### config.mk
export PLATFORM = sky130hd
export DESIGN_NAME = power_save_sequencer
export DESIGN_NICKNAME = d
export VERILOG_FILES = /design/src/design/pss_pkg.sv /design/src/design/power_save_sequencer.sv /design/src/design/protect_unlock.sv
export VERILOG_INCLUDE_DIRS = /design/src /design/src/design
export SDC_FILE = /design/constraint.sdc
export NUM_CORES = 1
export LEC_CHECK = 0
export ABC_AREA = 1
export BUFFER_PORTS_ARGS = -buffer_cell sky130_fd_sc_hd__buf_2
export CAP_MARGIN = 25
export CORE_ASPECT_RATIO = 1.75
export CORE_MARGIN = 3
export CORE_UTILIZATION = 36
export DETAILED_ROUTE_END_ITERATION = 6
export GPL_TIMING_DRIVEN = 0
export PLACE_DENSITY = 0.87
export SLEW_MARGIN = 40
export SYNTH_ARGS = -nofsm -noshare
export SYNTH_HDL_FRONTEND = slang
export SYNTH_SLANG_ARGS = --single-unit
### constraint.sdc
create_clock -name aclk -period 1.2 [get_ports aclk]
set_input_delay 0 -clock aclk [delete_from_list [all_inputs] [get_ports aclk]]
set_output_delay 0 -clock aclk [all_outputs]
set_load 0.01 [all_outputs]
### src/design/pss_cfg.svh
// Register map, field positions, reset values and codes of the power-save sequencer.
// Assumes a 32-bit AXI4-Lite register bus; each register takes one aligned word.
`ifndef PSS_CFG_SVH
`define PSS_CFG_SVH

// Decoded address width (low byte of the bus address)
`define PSS_ADDR_W        8

// Register byte offsets
`define PSS_OFF_MODE      8'h00
`define PSS_OFF_CMD       8'h04
`define PSS_OFF_CTL       8'h08
`define PSS_OFF_STAT      8'h0c

// Control register fields
`define PSS_CTL_NMI_DIS   5
`define PSS_CTL_MI_DIS    4
`define PSS_CTL_STB       1
`define PSS_CTL_WMASK     8'h32
`define PSS_CTL_RST       8'h00

// Mode select register: bit 0 picks standby flavour
`define PSS_MODE_STOP     0
`define PSS_MODE_WMASK    8'h01
`define PSS_MODE_RST      8'h00

// Status register fields
`define PSS_STAT_ST_LSB   0
`define PSS_STAT_PERR     3
`define PSS_STAT_ARMED    4
`define PSS_STAT_NMI      5

// Bus responses
`define PSS_RESP_OKAY     2'b00
`define PSS_RESP_SLVERR   2'b10

`endif

### src/design/pss_pkg.sv
// Types shared by the power-save sequencer modules.
// Assumes a 32-bit AXI4-Lite bus and a 3-bit interrupt priority (0 is highest).
package pss_pkg;

  // AXI4-Lite master to slave
  typedef struct packed {
    logic        awvalid;
    logic [31:0] awaddr;
    logic        wvalid;
    logic [31:0] wdata;
    logic [3:0]  wstrb;
    logic        bready;
    logic        arvalid;
    logic [31:0] araddr;
    logic        rready;
  } axil_req_t;

  // AXI4-Lite slave to master
  typedef struct packed {
    logic        awready;
    logic        wready;
    logic        bvalid;
    logic [1:0]  bresp;
    logic        arready;
    logic        rvalid;
    logic [31:0] rdata;
    logic [1:0]  rresp;
  } axil_rsp_t;

  // Interrupt context from the interrupt controller and core
  typedef struct packed {
    logic       mi_req;      // Unmasked maskable request, level
    logic [2:0] mi_prio;     // Its priority, 0 highest
    logic       insvc;       // A maskable handler is in service
    logic [2:0] insvc_prio;  // Priority of that handler
    logic       nmi_insvc;   // NMI handler in service
    logic       int_en;      // Core interrupt enable (EI)
  } irq_ctx_t;

  // Clock control outputs
  typedef struct packed {
    logic osc_run;
    logic periph_clk_en;
    logic cpu_clk_en;
  } clk_ctl_t;

  // Wake-up report, one-cycle pulses
  typedef struct packed {
    logic ack;        // Request acknowledged
    logic branch;     // Core branches to handler
    logic next_instr; // Core continues with next instruction
    logic hold;       // Request left pending
    logic from_nmi;   // Wake source was the NMI
  } wake_evt_t;

  typedef enum logic [2:0] {
    ST_RUN     = 3'b001,
    ST_HALT    = 3'b010,
    ST_STANDBY = 3'b100
  } pwr_state_t;

endpackage

### src/design/power_save_sequencer.sv
// Power-save sequencer: protected control register, HALT and standby state machine.
// Assumes an AXI4-Lite master, a core that pulses halt_exec and an interrupt
// controller on aclk; nmi_pin is asynchronous.
`timescale 1ns/1ps
module power_save_sequencer
  import pss_pkg::*;
(
  // Clock and reset
  input  wire logic      aclk,
  input  wire logic      aresetn,
  // Register bus
  input  wire axil_req_t axil_req,
  output axil_rsp_t      axil_rsp,
  // Core and interrupt side
  input  wire logic      halt_exec,
  input  wire logic      nmi_pin,
  input  wire irq_ctx_t  irq_ctx,
  // Clock control and wake report
  output clk_ctl_t       clk_ctl,
  output logic           irq_accept_block,
  output wake_evt_t      wake_evt
);

`include "pss_cfg.svh"

  // One-hot register select from a bus address
  function automatic logic [3:0] reg_sel(input logic [31:0] addr);
    logic [`PSS_ADDR_W-1:0] a;
    a = addr[`PSS_ADDR_W-1:0];
    reg_sel = {a == `PSS_OFF_STAT, a == `PSS_OFF_CTL, a == `PSS_OFF_CMD, a == `PSS_OFF_MODE};
  endfunction

  // Wake outcome {ack, branch, next_instr}; lower priority than the handler in service stays pending
  function automatic logic [2:0] wake_decide(input logic from_nmi, input irq_ctx_t c);
    logic higher;
    higher = 1'b0;
    if (from_nmi)
      higher = ~c.nmi_insvc;
    else
      higher = ~c.nmi_insvc & (~c.insvc | (c.mi_prio < c.insvc_prio));
    wake_decide = {higher, higher & (from_nmi | c.int_en), higher & ~(from_nmi | c.int_en)};
  endfunction

  // Bus slave state
  logic        awready_q;
  logic        wready_q;
  logic        bvalid_q;
  logic [1:0]  bresp_q;
  logic        arready_q;
  logic        rvalid_q;
  logic [31:0] rdata_q;
  logic [1:0]  rresp_q;
  logic [31:0] awaddr_q;
  logic [31:0] wdata_q;
  logic [3:0]  wstrb_q;

  // Registers and control state
  logic [7:0]  mode_q;
  logic [7:0]  ctl_q;
  logic        perr_q;
  pwr_state_t  state_q;
  pwr_state_t  state_d;
  clk_ctl_t    clk_q;
  wake_evt_t   wake_q;

  // NMI pin synchroniser and filtered level
  logic        nmi_s1_q;
  logic        nmi_s2_q;
  logic        nmi_s3_q;
  logic        nmi_lvl_q;

  // Submodule results
  logic        armed;
  logic        ctl_ok;
  logic        ctl_fail;

  // Handshakes and write decode
  wire         aw_hs     = axil_req.awvalid & awready_q;
  wire         w_hs      = axil_req.wvalid & wready_q;
  wire         b_hs      = bvalid_q & axil_req.bready;
  wire         ar_hs     = axil_req.arvalid & arready_q;
  wire         r_hs      = rvalid_q & axil_req.rready;
  wire         do_write  = ~awready_q & ~wready_q & ~bvalid_q;
  wire [3:0]   wsel      = reg_sel(awaddr_q);
  wire [3:0]   rsel      = reg_sel(axil_req.araddr);
  wire         wr_fire   = do_write & wstrb_q[0];
  wire         wr_mode   = wr_fire & wsel[0];
  wire         wr_stat   = wr_fire & wsel[3];
  wire [7:0]   wbyte     = wdata_q[7:0];

  // Wake sources; an NMI counts on a rising edge of the filtered level
  wire         nmi_edge  = nmi_lvl_q == 1'b0 && nmi_s2_q == nmi_s3_q && nmi_s3_q == 1'b1;
  wire         halt_wake = nmi_edge | irq_ctx.mi_req;
  wire         sb_nmi    = nmi_edge & ~ctl_q[`PSS_CTL_NMI_DIS];
  wire         sb_mi     = irq_ctx.mi_req & ~ctl_q[`PSS_CTL_MI_DIS];
  wire         sb_wake   = sb_nmi | sb_mi;
  wire         in_halt   = state_q == ST_HALT;
  wire         in_sb     = state_q == ST_STANDBY;
  wire         waking    = (in_halt & halt_wake) | (in_sb & sb_wake);
  wire         wake_nmi  = in_halt ? nmi_edge : sb_nmi;
  wire [2:0]   decision  = wake_decide(wake_nmi, irq_ctx);
  wire         stb_go    = ctl_ok & wbyte[`PSS_CTL_STB];
  wire         is_stop   = mode_q[`PSS_MODE_STOP];

  // Status word
  wire [7:0]   stat_word = {2'b00, nmi_lvl_q, armed, perr_q, state_q};

  // Read mux; the control register reads directly with no unlock
  wire [7:0]   rd_byte   = rsel[0] ? mode_q :
                           rsel[2] ? ctl_q :
                           rsel[3] ? stat_word : 8'h00;
  wire         rd_hit    = |rsel;
  wire         wr_hit    = |wsel;

  // Unlock tracking for the protected control register
  protect_unlock u_unlock
  (
    .aclk      (aclk),
    .aresetn   (aresetn),
    .wr_fire   (wr_fire),
    .wr_is_cmd (wsel[1]),
    .wr_is_ctl (wsel[2]),
    .abort     (halt_exec),
    .armed_q   (armed),
    .ctl_ok    (ctl_ok),
    .ctl_fail  (ctl_fail)
  );

  // Write address and data channels, taken in either order
  always_ff @(posedge aclk)
  begin
    if (!aresetn)
    begin
      awready_q <= 1'b1;
      wready_q  <= 1'b1;
      awaddr_q  <= 32'h0000_0000;
      wdata_q   <= 32'h0000_0000;
      wstrb_q   <= 4'h0;
    end
    else
    begin
      if (aw_hs)
      begin
        awready_q <= 1'b0;
        awaddr_q  <= axil_req.awaddr;
      end
      else if (b_hs)
        awready_q <= 1'b1;
      if (w_hs)
      begin
        wready_q <= 1'b0;
        wdata_q  <= axil_req.wdata;
        wstrb_q  <= axil_req.wstrb;
      end
      else if (b_hs)
        wready_q <= 1'b1;
    end
  end

  // Write response follows both channels
  always_ff @(posedge aclk)
  begin
    if (!aresetn)
    begin
      bvalid_q <= 1'b0;
      bresp_q  <= `PSS_RESP_OKAY;
    end
    else if (do_write)
    begin
      bvalid_q <= 1'b1;
      bresp_q  <= wr_hit ? `PSS_RESP_OKAY : `PSS_RESP_SLVERR;
    end
    else if (b_hs)
      bvalid_q <= 1'b0;
  end

  // Read channel, one cycle from address to data
  always_ff @(posedge aclk)
  begin
    if (!aresetn)
    begin
      arready_q <= 1'b1;
      rvalid_q  <= 1'b0;
      rdata_q   <= 32'h0000_0000;
      rresp_q   <= `PSS_RESP_OKAY;
    end
    else if (ar_hs)
    begin
      arready_q <= 1'b0;
      rvalid_q  <= 1'b1;
      rdata_q   <= {24'h00_0000, rd_byte};
      rresp_q   <= rd_hit ? `PSS_RESP_OKAY : `PSS_RESP_SLVERR;
    end
    else if (r_hs)
    begin
      arready_q <= 1'b1;
      rvalid_q  <= 1'b0;
    end
  end

  // Mode select takes a plain write; it must precede the protected store
  always_ff @(posedge aclk)
  begin
    if (!aresetn)
      mode_q <= `PSS_MODE_RST;
    else if (wr_mode)
      mode_q <= wbyte & `PSS_MODE_WMASK;
  end

  // Control register: protected write, standby bit cleared by hardware on release
  always_ff @(posedge aclk)
  begin
    if (!aresetn)
      ctl_q <= `PSS_CTL_RST;
    else if (ctl_ok && state_q == ST_RUN)
      ctl_q <= wbyte & `PSS_CTL_WMASK;
    else if (in_sb && sb_wake)
      ctl_q[`PSS_CTL_STB] <= 1'b0;
  end

  // Sticky protection error; a new failure wins over a clear in the same cycle
  always_ff @(posedge aclk)
  begin
    if (!aresetn)
      perr_q <= 1'b0;
    else if (ctl_fail)
      perr_q <= 1'b1;
    else if (wr_stat && wbyte[`PSS_STAT_PERR])
      perr_q <= 1'b0;
  end

  // NMI pin: three flops, level accepted once the last two agree
  always_ff @(posedge aclk)
  begin
    if (!aresetn)
    begin
      nmi_s1_q  <= 1'b0;
      nmi_s2_q  <= 1'b0;
      nmi_s3_q  <= 1'b0;
      nmi_lvl_q <= 1'b0;
    end
    else
    begin
      nmi_s1_q <= nmi_pin;
      nmi_s2_q <= nmi_s1_q;
      nmi_s3_q <= nmi_s2_q;
      if (nmi_s2_q == nmi_s3_q)
        nmi_lvl_q <= nmi_s3_q;
    end
  end

  // Power state transitions
  always_comb
  begin
    state_d = state_q;
    unique case (state_q)
      ST_RUN:
        if (halt_exec)
          state_d = ST_HALT;
        else if (stb_go)
          state_d = ST_STANDBY;
      ST_HALT:
        if (halt_wake)
          state_d = ST_RUN;
      ST_STANDBY:
        if (sb_wake)
          state_d = ST_RUN;
    endcase
  end

  // Reset pin release returns to the ordinary reset state
  always_ff @(posedge aclk)
  begin
    if (!aresetn)
      state_q <= ST_RUN;
    else
      state_q <= state_d;
  end

  // Clock gating; nothing else is touched, so core and RAM contents stay as they were
  always_ff @(posedge aclk)
  begin
    if (!aresetn)
      clk_q <= '{osc_run: 1'b1, periph_clk_en: 1'b1, cpu_clk_en: 1'b1};
    else
    begin
      clk_q.cpu_clk_en    <= state_d == ST_RUN;
      clk_q.periph_clk_en <= state_d != ST_STANDBY;
      clk_q.osc_run       <= !(state_d == ST_STANDBY && is_stop);
    end
  end

  // Wake report pulses, one cycle each
  always_ff @(posedge aclk)
  begin
    if (!aresetn)
      wake_q <= '0;
    else
    begin
      wake_q.ack        <= waking & decision[2];
      wake_q.branch     <= waking & decision[1];
      wake_q.next_instr <= waking & decision[0];
      wake_q.hold       <= waking & ~decision[2];
      wake_q.from_nmi   <= waking & wake_nmi;
    end
  end

  // Outputs, all from flops
  assign axil_rsp = '{awready: awready_q, wready: wready_q, bvalid: bvalid_q, bresp: bresp_q,
                      arready: arready_q, rvalid: rvalid_q, rdata: rdata_q, rresp: rresp_q};
  assign clk_ctl          = clk_q;
  assign irq_accept_block = armed;
  assign wake_evt         = wake_q;

endmodule

### src/design/protect_unlock.sv
// Write-protect unlock tracker for the power-save control register.
// Assumes one-cycle write strobes from the bus slave on the same clock.
`timescale 1ns/1ps
module protect_unlock
(
  // Clock and reset
  input  wire logic aclk,
  input  wire logic aresetn,
  // Write events
  input  wire logic wr_fire,
  input  wire logic wr_is_cmd,
  input  wire logic wr_is_ctl,
  input  wire logic abort,
  // Results
  output logic      armed_q,
  output logic      ctl_ok,
  output logic      ctl_fail
);

  // A protected control write is honoured only straight after the command store
  assign ctl_ok   = wr_fire & wr_is_ctl & armed_q;
  assign ctl_fail = wr_fire & wr_is_ctl & ~armed_q;

  // Any write other than the command store consumes the unlock
  always_ff @(posedge aclk)
  begin
    if (!aresetn)
      armed_q <= 1'b0;
    else if (abort)
      armed_q <= 1'b0;
    else if (wr_fire)
      armed_q <= wr_is_cmd;
  end

endmodule

==> results.toml, run 1 <==
[status]
outcome = "finished with violations"
violations = "hold timing, setup timing"

[drt]
detail_route.wirelength_microns = 5880
vias_per_cell = 4.56
ant_nets = 0
met2RoutedLength_microns = 3160
met3RoutedLength_microns = 480
drt_drc_violations_left = 0
routed_wire_length_per_instance_microns = 11.6
wl_met1_microns = 2100
drt_pre_antenna_iters = 4
highest_layer = "met4"
first_iter_violations = 131
vias_post_dr = 2314

[synthesis]
async_flop_share = 0
synthesis.instances = 303
synth.largest_area_cell = "dfxtp_1"
yosys-top-cells-count = "nand2_1 (53), dfxtp_1 (48), nor2_1 (48), buf_4 (33), inv_1 (31)"
dominantRegCellSynth = "dfxtp_1"
synth-warning-count = 0
netlist.area_leader.share = 0.433
synth.cell_area_sq_um = 2220
synth.most_common_cell = "nand2_1"
avgSynthCellArea_sq_um = 7.32
synth-seq-area-share = 0.433
number_of_distinct_library_cell_variants_in_the_gate_level_netlist_after_synthesis = 25
synth.top_cells.by_area = "dfxtp_1 (43%), buf_4 (11%), nand2_1 (9.0%)"
number_of_enable_type_register_cells_in_the_synthesized_netlist = 0
ys_seq_elements = 48

[placement]
gp_routability_congestion = 0.887
buffer_ports.inserted = 62
place.detailed.hpwl_microns = 4020

[pwr]
p_per_area_nw_per_um2 = 1020
worst_vdd_ir_mv = 0.761
power_frac_comb = 0.192
seq_power_share = 0.530
p_leak_nw = 1.62
power.total_mw = 3.29
net_switching_power_of_the_design_mw = 0.909
p_clk_frac = 0.278
internal_power_of_the_cells_mw = 2.38
sw_frac_of_total = 0.277

[cts]
clockRootBuffer = "clkbuf_8"
cts_max_level = 2
cts_max_path_buffers = 2
tritoncts = "yes"
cts.sink_count = 48
clock_insertion_delay_worst_skew_ns = 0.31
clk_pin_slew_ns = 0.09
cts-buffers-inserted = 5

[sta]
timing_max_transition_violations_final = 0
timing.final.setup_violations = 17
maxSlewHeadroom = 0.647
rsz0062_at_grt = "yes"
worst_setup_slack_after_layout_ns = -0.166
post-route-min-period_ns = 1.37
worst_hold_slack_ns = -0.00321
worstMarginPinSlew_ns = 0.529
final_min_period_over_clock_period = 1.14
final-hold-violation-count = 1
worst_clock_skew_ns = 0.0116
highest_attainable_clock_frequency_mhz = 732

[critical_path]
critical_path_peak_fanout = 5
worstSetupStartpointType = "flip-flop"
critical_path.cell_chain = "nand2_2 > nor2_4 > o21ai_2 > and2_4 > nor2_4 > nand2_2 > nor3_2"
critical_path_required_ns = 1.44
library_cell_contributing_the_largest_single_delay_on_the_critical_path = "dfxtp_2"
cp-end-kind = "flip-flop"
crit_path_max_incr_delay_ns = 0.43
critical_path_arrival_ns = 1.61
critPathKind = "flip-flop to flip-flop"

[global_route]
residual_overflow_from_global_routing = 0
maximum_number_of_pins_on_one_net_before_global_route_repair = 14
grt_pass1_vias = 2142
track_usage = 0.159
antenna_violations_before_repair = 0
grt_first_pass_wirelength_microns = 8910

[floorplan]
start_util = 0.374
die_width_microns = 65.3
io_pins = 169
fp.dieH_microns = 110
num_rows = 37
placeableCoreArea_sq_um = 5930
fp.dieArea_sq_um = 7170

[cells_and_area]
finish.net_count = 551
antennaDiodeCount = 0
drive_gt1_frac = 0.395
fillCellCount = 547
area.growth.synth_to_final_pct = 45.9

[min_path]
min_delay_path_class = "input pin to flip-flop"

[flow_run]
max_cap_violations = 0
-- power groups by stage --
stage          logic (mW)  registers, mW  clock network, mW
6_report            0.631           1.74              0.915
5_1_grt             0.701           1.75               1.00
4_1_cts             0.588           1.73              0.925
3_5_place_dp        0.493           1.76                  0
3_3_place_gp        0.479           1.76                  0
2_1_floorplan       0.336           1.76                  0
-- kinds of logic after synthesis --
kind of cell,count (synthesis),synth area share
AOI/OAI and AO/OA,53,0.126
adders and majority gates,2,0.0113
buffers and inverters,70,0.174
DFF,48,0.433
other,1,0.00169
and+or+nand+nor,129,0.253
-- placed cells by master (no fill, tap or decap), types with 2 or more instances in the layout --
cell and count:
a21oi_2 4, nand2_1 45, nor2_1 45, nand3_1 8
inv_2 6, nor3_2 2, conb_1 28, buf_4 45
nor2_4 5, dfxtp_1 37, nor3_1 3, nor2_2 2
o21ai_2 6, buf_2 62, a21oi_1 16, dlygate4sd3_1 18
nand3_2 2, nor3_4 2, clkbuf_8 5, nand4_1 2
nand2_2 8, ha_1 2, o21ai_0 23, inv_1 24
dfxtp_2 10, clkbuf_1 4
-- critical path, delay by kind of cell (launching register included) --
kind,cells,cell delay [ns]
compound gates,1,0.12
flops,1,0.43
simple gates,6,0.76
-- final cells by class --
class	instances	area [sq um]	area share
Multi-Input combinational cell	212	1100	0.341
Clock inverter	1	5.00	0.00155
Timing Repair Buffer	92	581	0.179
Clock buffer	6	72.6	0.0224
Tap cell	78	97.6	0.0302
Timing Repair inverter	1	5.00	0.00155
Buffer	37	264	0.0816
Inverter	33	130	0.0402
Sequential cell	48	977	0.302
-- sequential cells by signal (all words and copies together), names as in the netlist, 3 cells and up --
| register | flops |
|---|---|
| wake_evt | 5 |
| ctl_q | 3 |
| awaddr_q | 8 |
| clk_ctl | 3 |
| wdata_q | 5 |
| state_q | 3 |
| rdata_q | 6 |
-- path summary, 6_finish.rpt --
path	from	end	slack, ns	cells past startpoint
setup reg to reg	state_q[1]	wake_evt[2]	-0.17	7
hold / removal	axil_req[75]	awaddr_q[3]	-0.003	3
setup / recovery	state_q[1]	wake_evt[2]	-0.17	7
hold reg to reg	nmi_s1_q	nmi_s2_q	0.40	2
-- metrics by stage --
stage	setup TNS [ns]	worst slack, ns	instance area, sq um	cells	utilization
global placement	-1.16	-0.143	2730	470	0.460
finish	-1.63	-0.166	3230	508	0.546
floorplan	-0.00137	-0.00137	2320	330	-
global route	-2.85	-0.229	3230	508	0.546
detailed placement	-1.77	-0.171	2730	470	0.460
CTS	-0.839	-0.122	3130	504	0.529
-- per-layer routing --
metal  GRT usage  vias up
li1            -     1157
met3      0.0429       18
met4      0.0772        0
met5           0        -
met1       0.143     1031
met2       0.313      108
-- what timing repair did --
| action | in CTS | in global routing |
|---|---|---|
| setup endpoints to repair | 17 | 25 |
| hold buffers | 18 | 0 |
| pin swaps | 13 | 14 |
| gates cloned | 0 | 1 |
| resized for setup | 34 | 26 |
| setup buffers | 9 | 3 |
| hold endpoints to repair | 20 | 0 |
Note: power is estimated with default switching activity, not from simulation.
==> run 2, diff against run 1 <==
==> constraint.sdc (replaced) <==
create_clock -name aclk -period 1.2 [get_ports aclk]
set_input_delay 0.12 -clock aclk [delete_from_list [all_inputs] [get_ports aclk]]
set_output_delay 0.12 -clock aclk [all_outputs]
set_load 0.01 [all_outputs]
==> results.toml, run 2 (synthesized netlist as in run 1, its figures left out) <==
[status]
outcome = "finished with violations"
violations = "setup timing"

[cts]
clk_pin_slew_ns = 0.08
clockRootBuffer = "clkbuf_8"
clock_insertion_delay_worst_skew_ns = 0.30
cts_max_path_buffers = 2
cts-buffers-inserted = 5
cts.sink_count = 48
tritoncts = "yes"
cts_max_level = 2

[sta]
rsz0062_at_grt = "yes"
worst_clock_skew_ns = 0.0100
setup-tns-final_ns = -1.71
worst_setup_slack_after_layout_ns = -0.154
timing_max_transition_violations_final = 0
final-hold-violation-count = 0
worst_hold_slack_ns = 0.0152
highest_attainable_clock_frequency_mhz = 738
timing.final.setup_violations = 17
maxSlewHeadroom = 0.639
final_min_period_over_clock_period = 1.13
worstMarginPinSlew_ns = 0.541
post-route-min-period_ns = 1.35

[cells_and_area]
stdcell_area_sq_um = 3060
fillCellCount = 571
area.growth.synth_to_final_pct = 38.2
antennaDiodeCount = 0
layout.cells.most_common_list = "buf_2 (62), nand2_1 (45), nor2_1 (45), buf_4 (45), dfxtp_1 (37)"
registers_with_the_most_flip_flops = "awaddr_q x8, rdata_q x6"
mostFrequentLayoutCell = "buf_2"
largest_register_ffs = 8
drive_gt1_frac = 0.412
finish.net_count = 534
largest_register = "awaddr_q"

[critical_path]
critical_path_peak_fanout = 5
cp-end-kind = "flip-flop"
reg2reg_setup_slack_ns = -0.15
critPathKind = "flip-flop to flip-flop"
critical_path_required_ns = 1.43
critical_path_arrival_ns = 1.59
worstSetupStartpointType = "flip-flop"

[flow_run]
max_cap_violations = 0

[floorplan]
placeableCoreArea_sq_um = 5930
die_width_microns = 65.3
start_util = 0.374
fp.dieArea_sq_um = 7170
num_rows = 37
io_pins = 169
fp.dieH_microns = 110

[pwr]
worst_vdd_ir_mv = 0.735
p_per_area_nw_per_um2 = 1050
p_leak_nw = 1.55

[placement]
buffer_ports.inserted = 62
gp_routability_congestion = 0.887
place.detailed.hpwl_microns = 4020
place_area_sq_um = 2730
placement.setup.worst_slack_ns = -0.171

[drt]
detail_route.wirelength_microns = 5720
drt_pre_antenna_iters = 4
routed_wire_length_per_instance_microns = 11.6
ant_nets = 0
vias_per_cell = 4.53
first_iter_violations = 132
vias_post_dr = 2224
drt_drc_violations_left = 0

[global_route]
grt_first_pass_wirelength_microns = 8490
track_usage = 0.152
residual_overflow_from_global_routing = 0
antenna_violations_before_repair = 0
grt_pass1_vias = 2031
maximum_number_of_pins_on_one_net_before_global_route_repair = 14

[min_path]
min_delay_path_class = "input pin to flip-flop"
run 2: area by class of cell:
class,count,area [sq um],share of cell area
Timing Repair Buffer,75,410,0.134
Tap cell,78,97.6,0.0318
Multi-Input combinational cell,212,1100,0.360
Sequential cell,48,977,0.319
Clock buffer,6,72.6,0.0237
Timing Repair inverter,1,5.00,0.00163
Buffer,37,264,0.0862
Clock inverter,1,5.00,0.00163
Inverter,33,130,0.0425
run 2: through the flow:
| step | utilization | power [mW] | cells |
|---|---|---|---|
| 2_1_floorplan | - | 2.09 | 330 |
| 3_3_place_gp | 0.460 | 2.24 | 470 |
| 3_5_place_dp | 0.460 | 2.25 | 470 |
| 4_1_cts | 0.500 | 3.20 | 487 |
| 5_1_grt | 0.517 | 3.41 | 491 |
| 6_report | 0.517 | 3.23 | 491 |
run 2: metal layers:
metal	global-route usage	vias to the layer above	wire length, microns
li1	-	1120	-
met1	0.140	967	2000
met4	0.0727	0	150
met5	0	-	0
met2	0.294	118	3020
met3	0.0429	19	552
run 2: worst max-delay path: stages, from the launching register on:
cell and delay [ns]:
dfxtp_2 0.42, nand2_2 0.09, nor2_4 0.16, o21ai_2 0.12
and2_4 0.19, nor2_4 0.11, nand2_2 0.09, nor3_2 0.11
run 2: final timing paths:
path,from,to,depth (start not counted)
max,state_q[1],wake_evt[2],7
min,nmi_pin,nmi_s1_q,3
max reg2reg,state_q[1],wake_evt[2],7
min reg2reg,nmi_s1_q,nmi_s2_q,2
run 2: power breakdown:
| group | switching [mW] | total, mW | internal [mW] |
|---|---|---|---|
| registers | 0.0658 | 1.74 | 1.67 |
| logic | 0.317 | 0.587 | 0.270 |
| clock network | 0.505 | 0.902 | 0.397 |
run 2: repair_timing:
item	in CTS	in global routing
pin swaps	13	14
resized for setup	34	26
hold buffers	1	0
buffers inserted	9	3
gates cloned	0	1
endpoints found under the hold margin	1	0
endpoints found under the setup margin	17	25
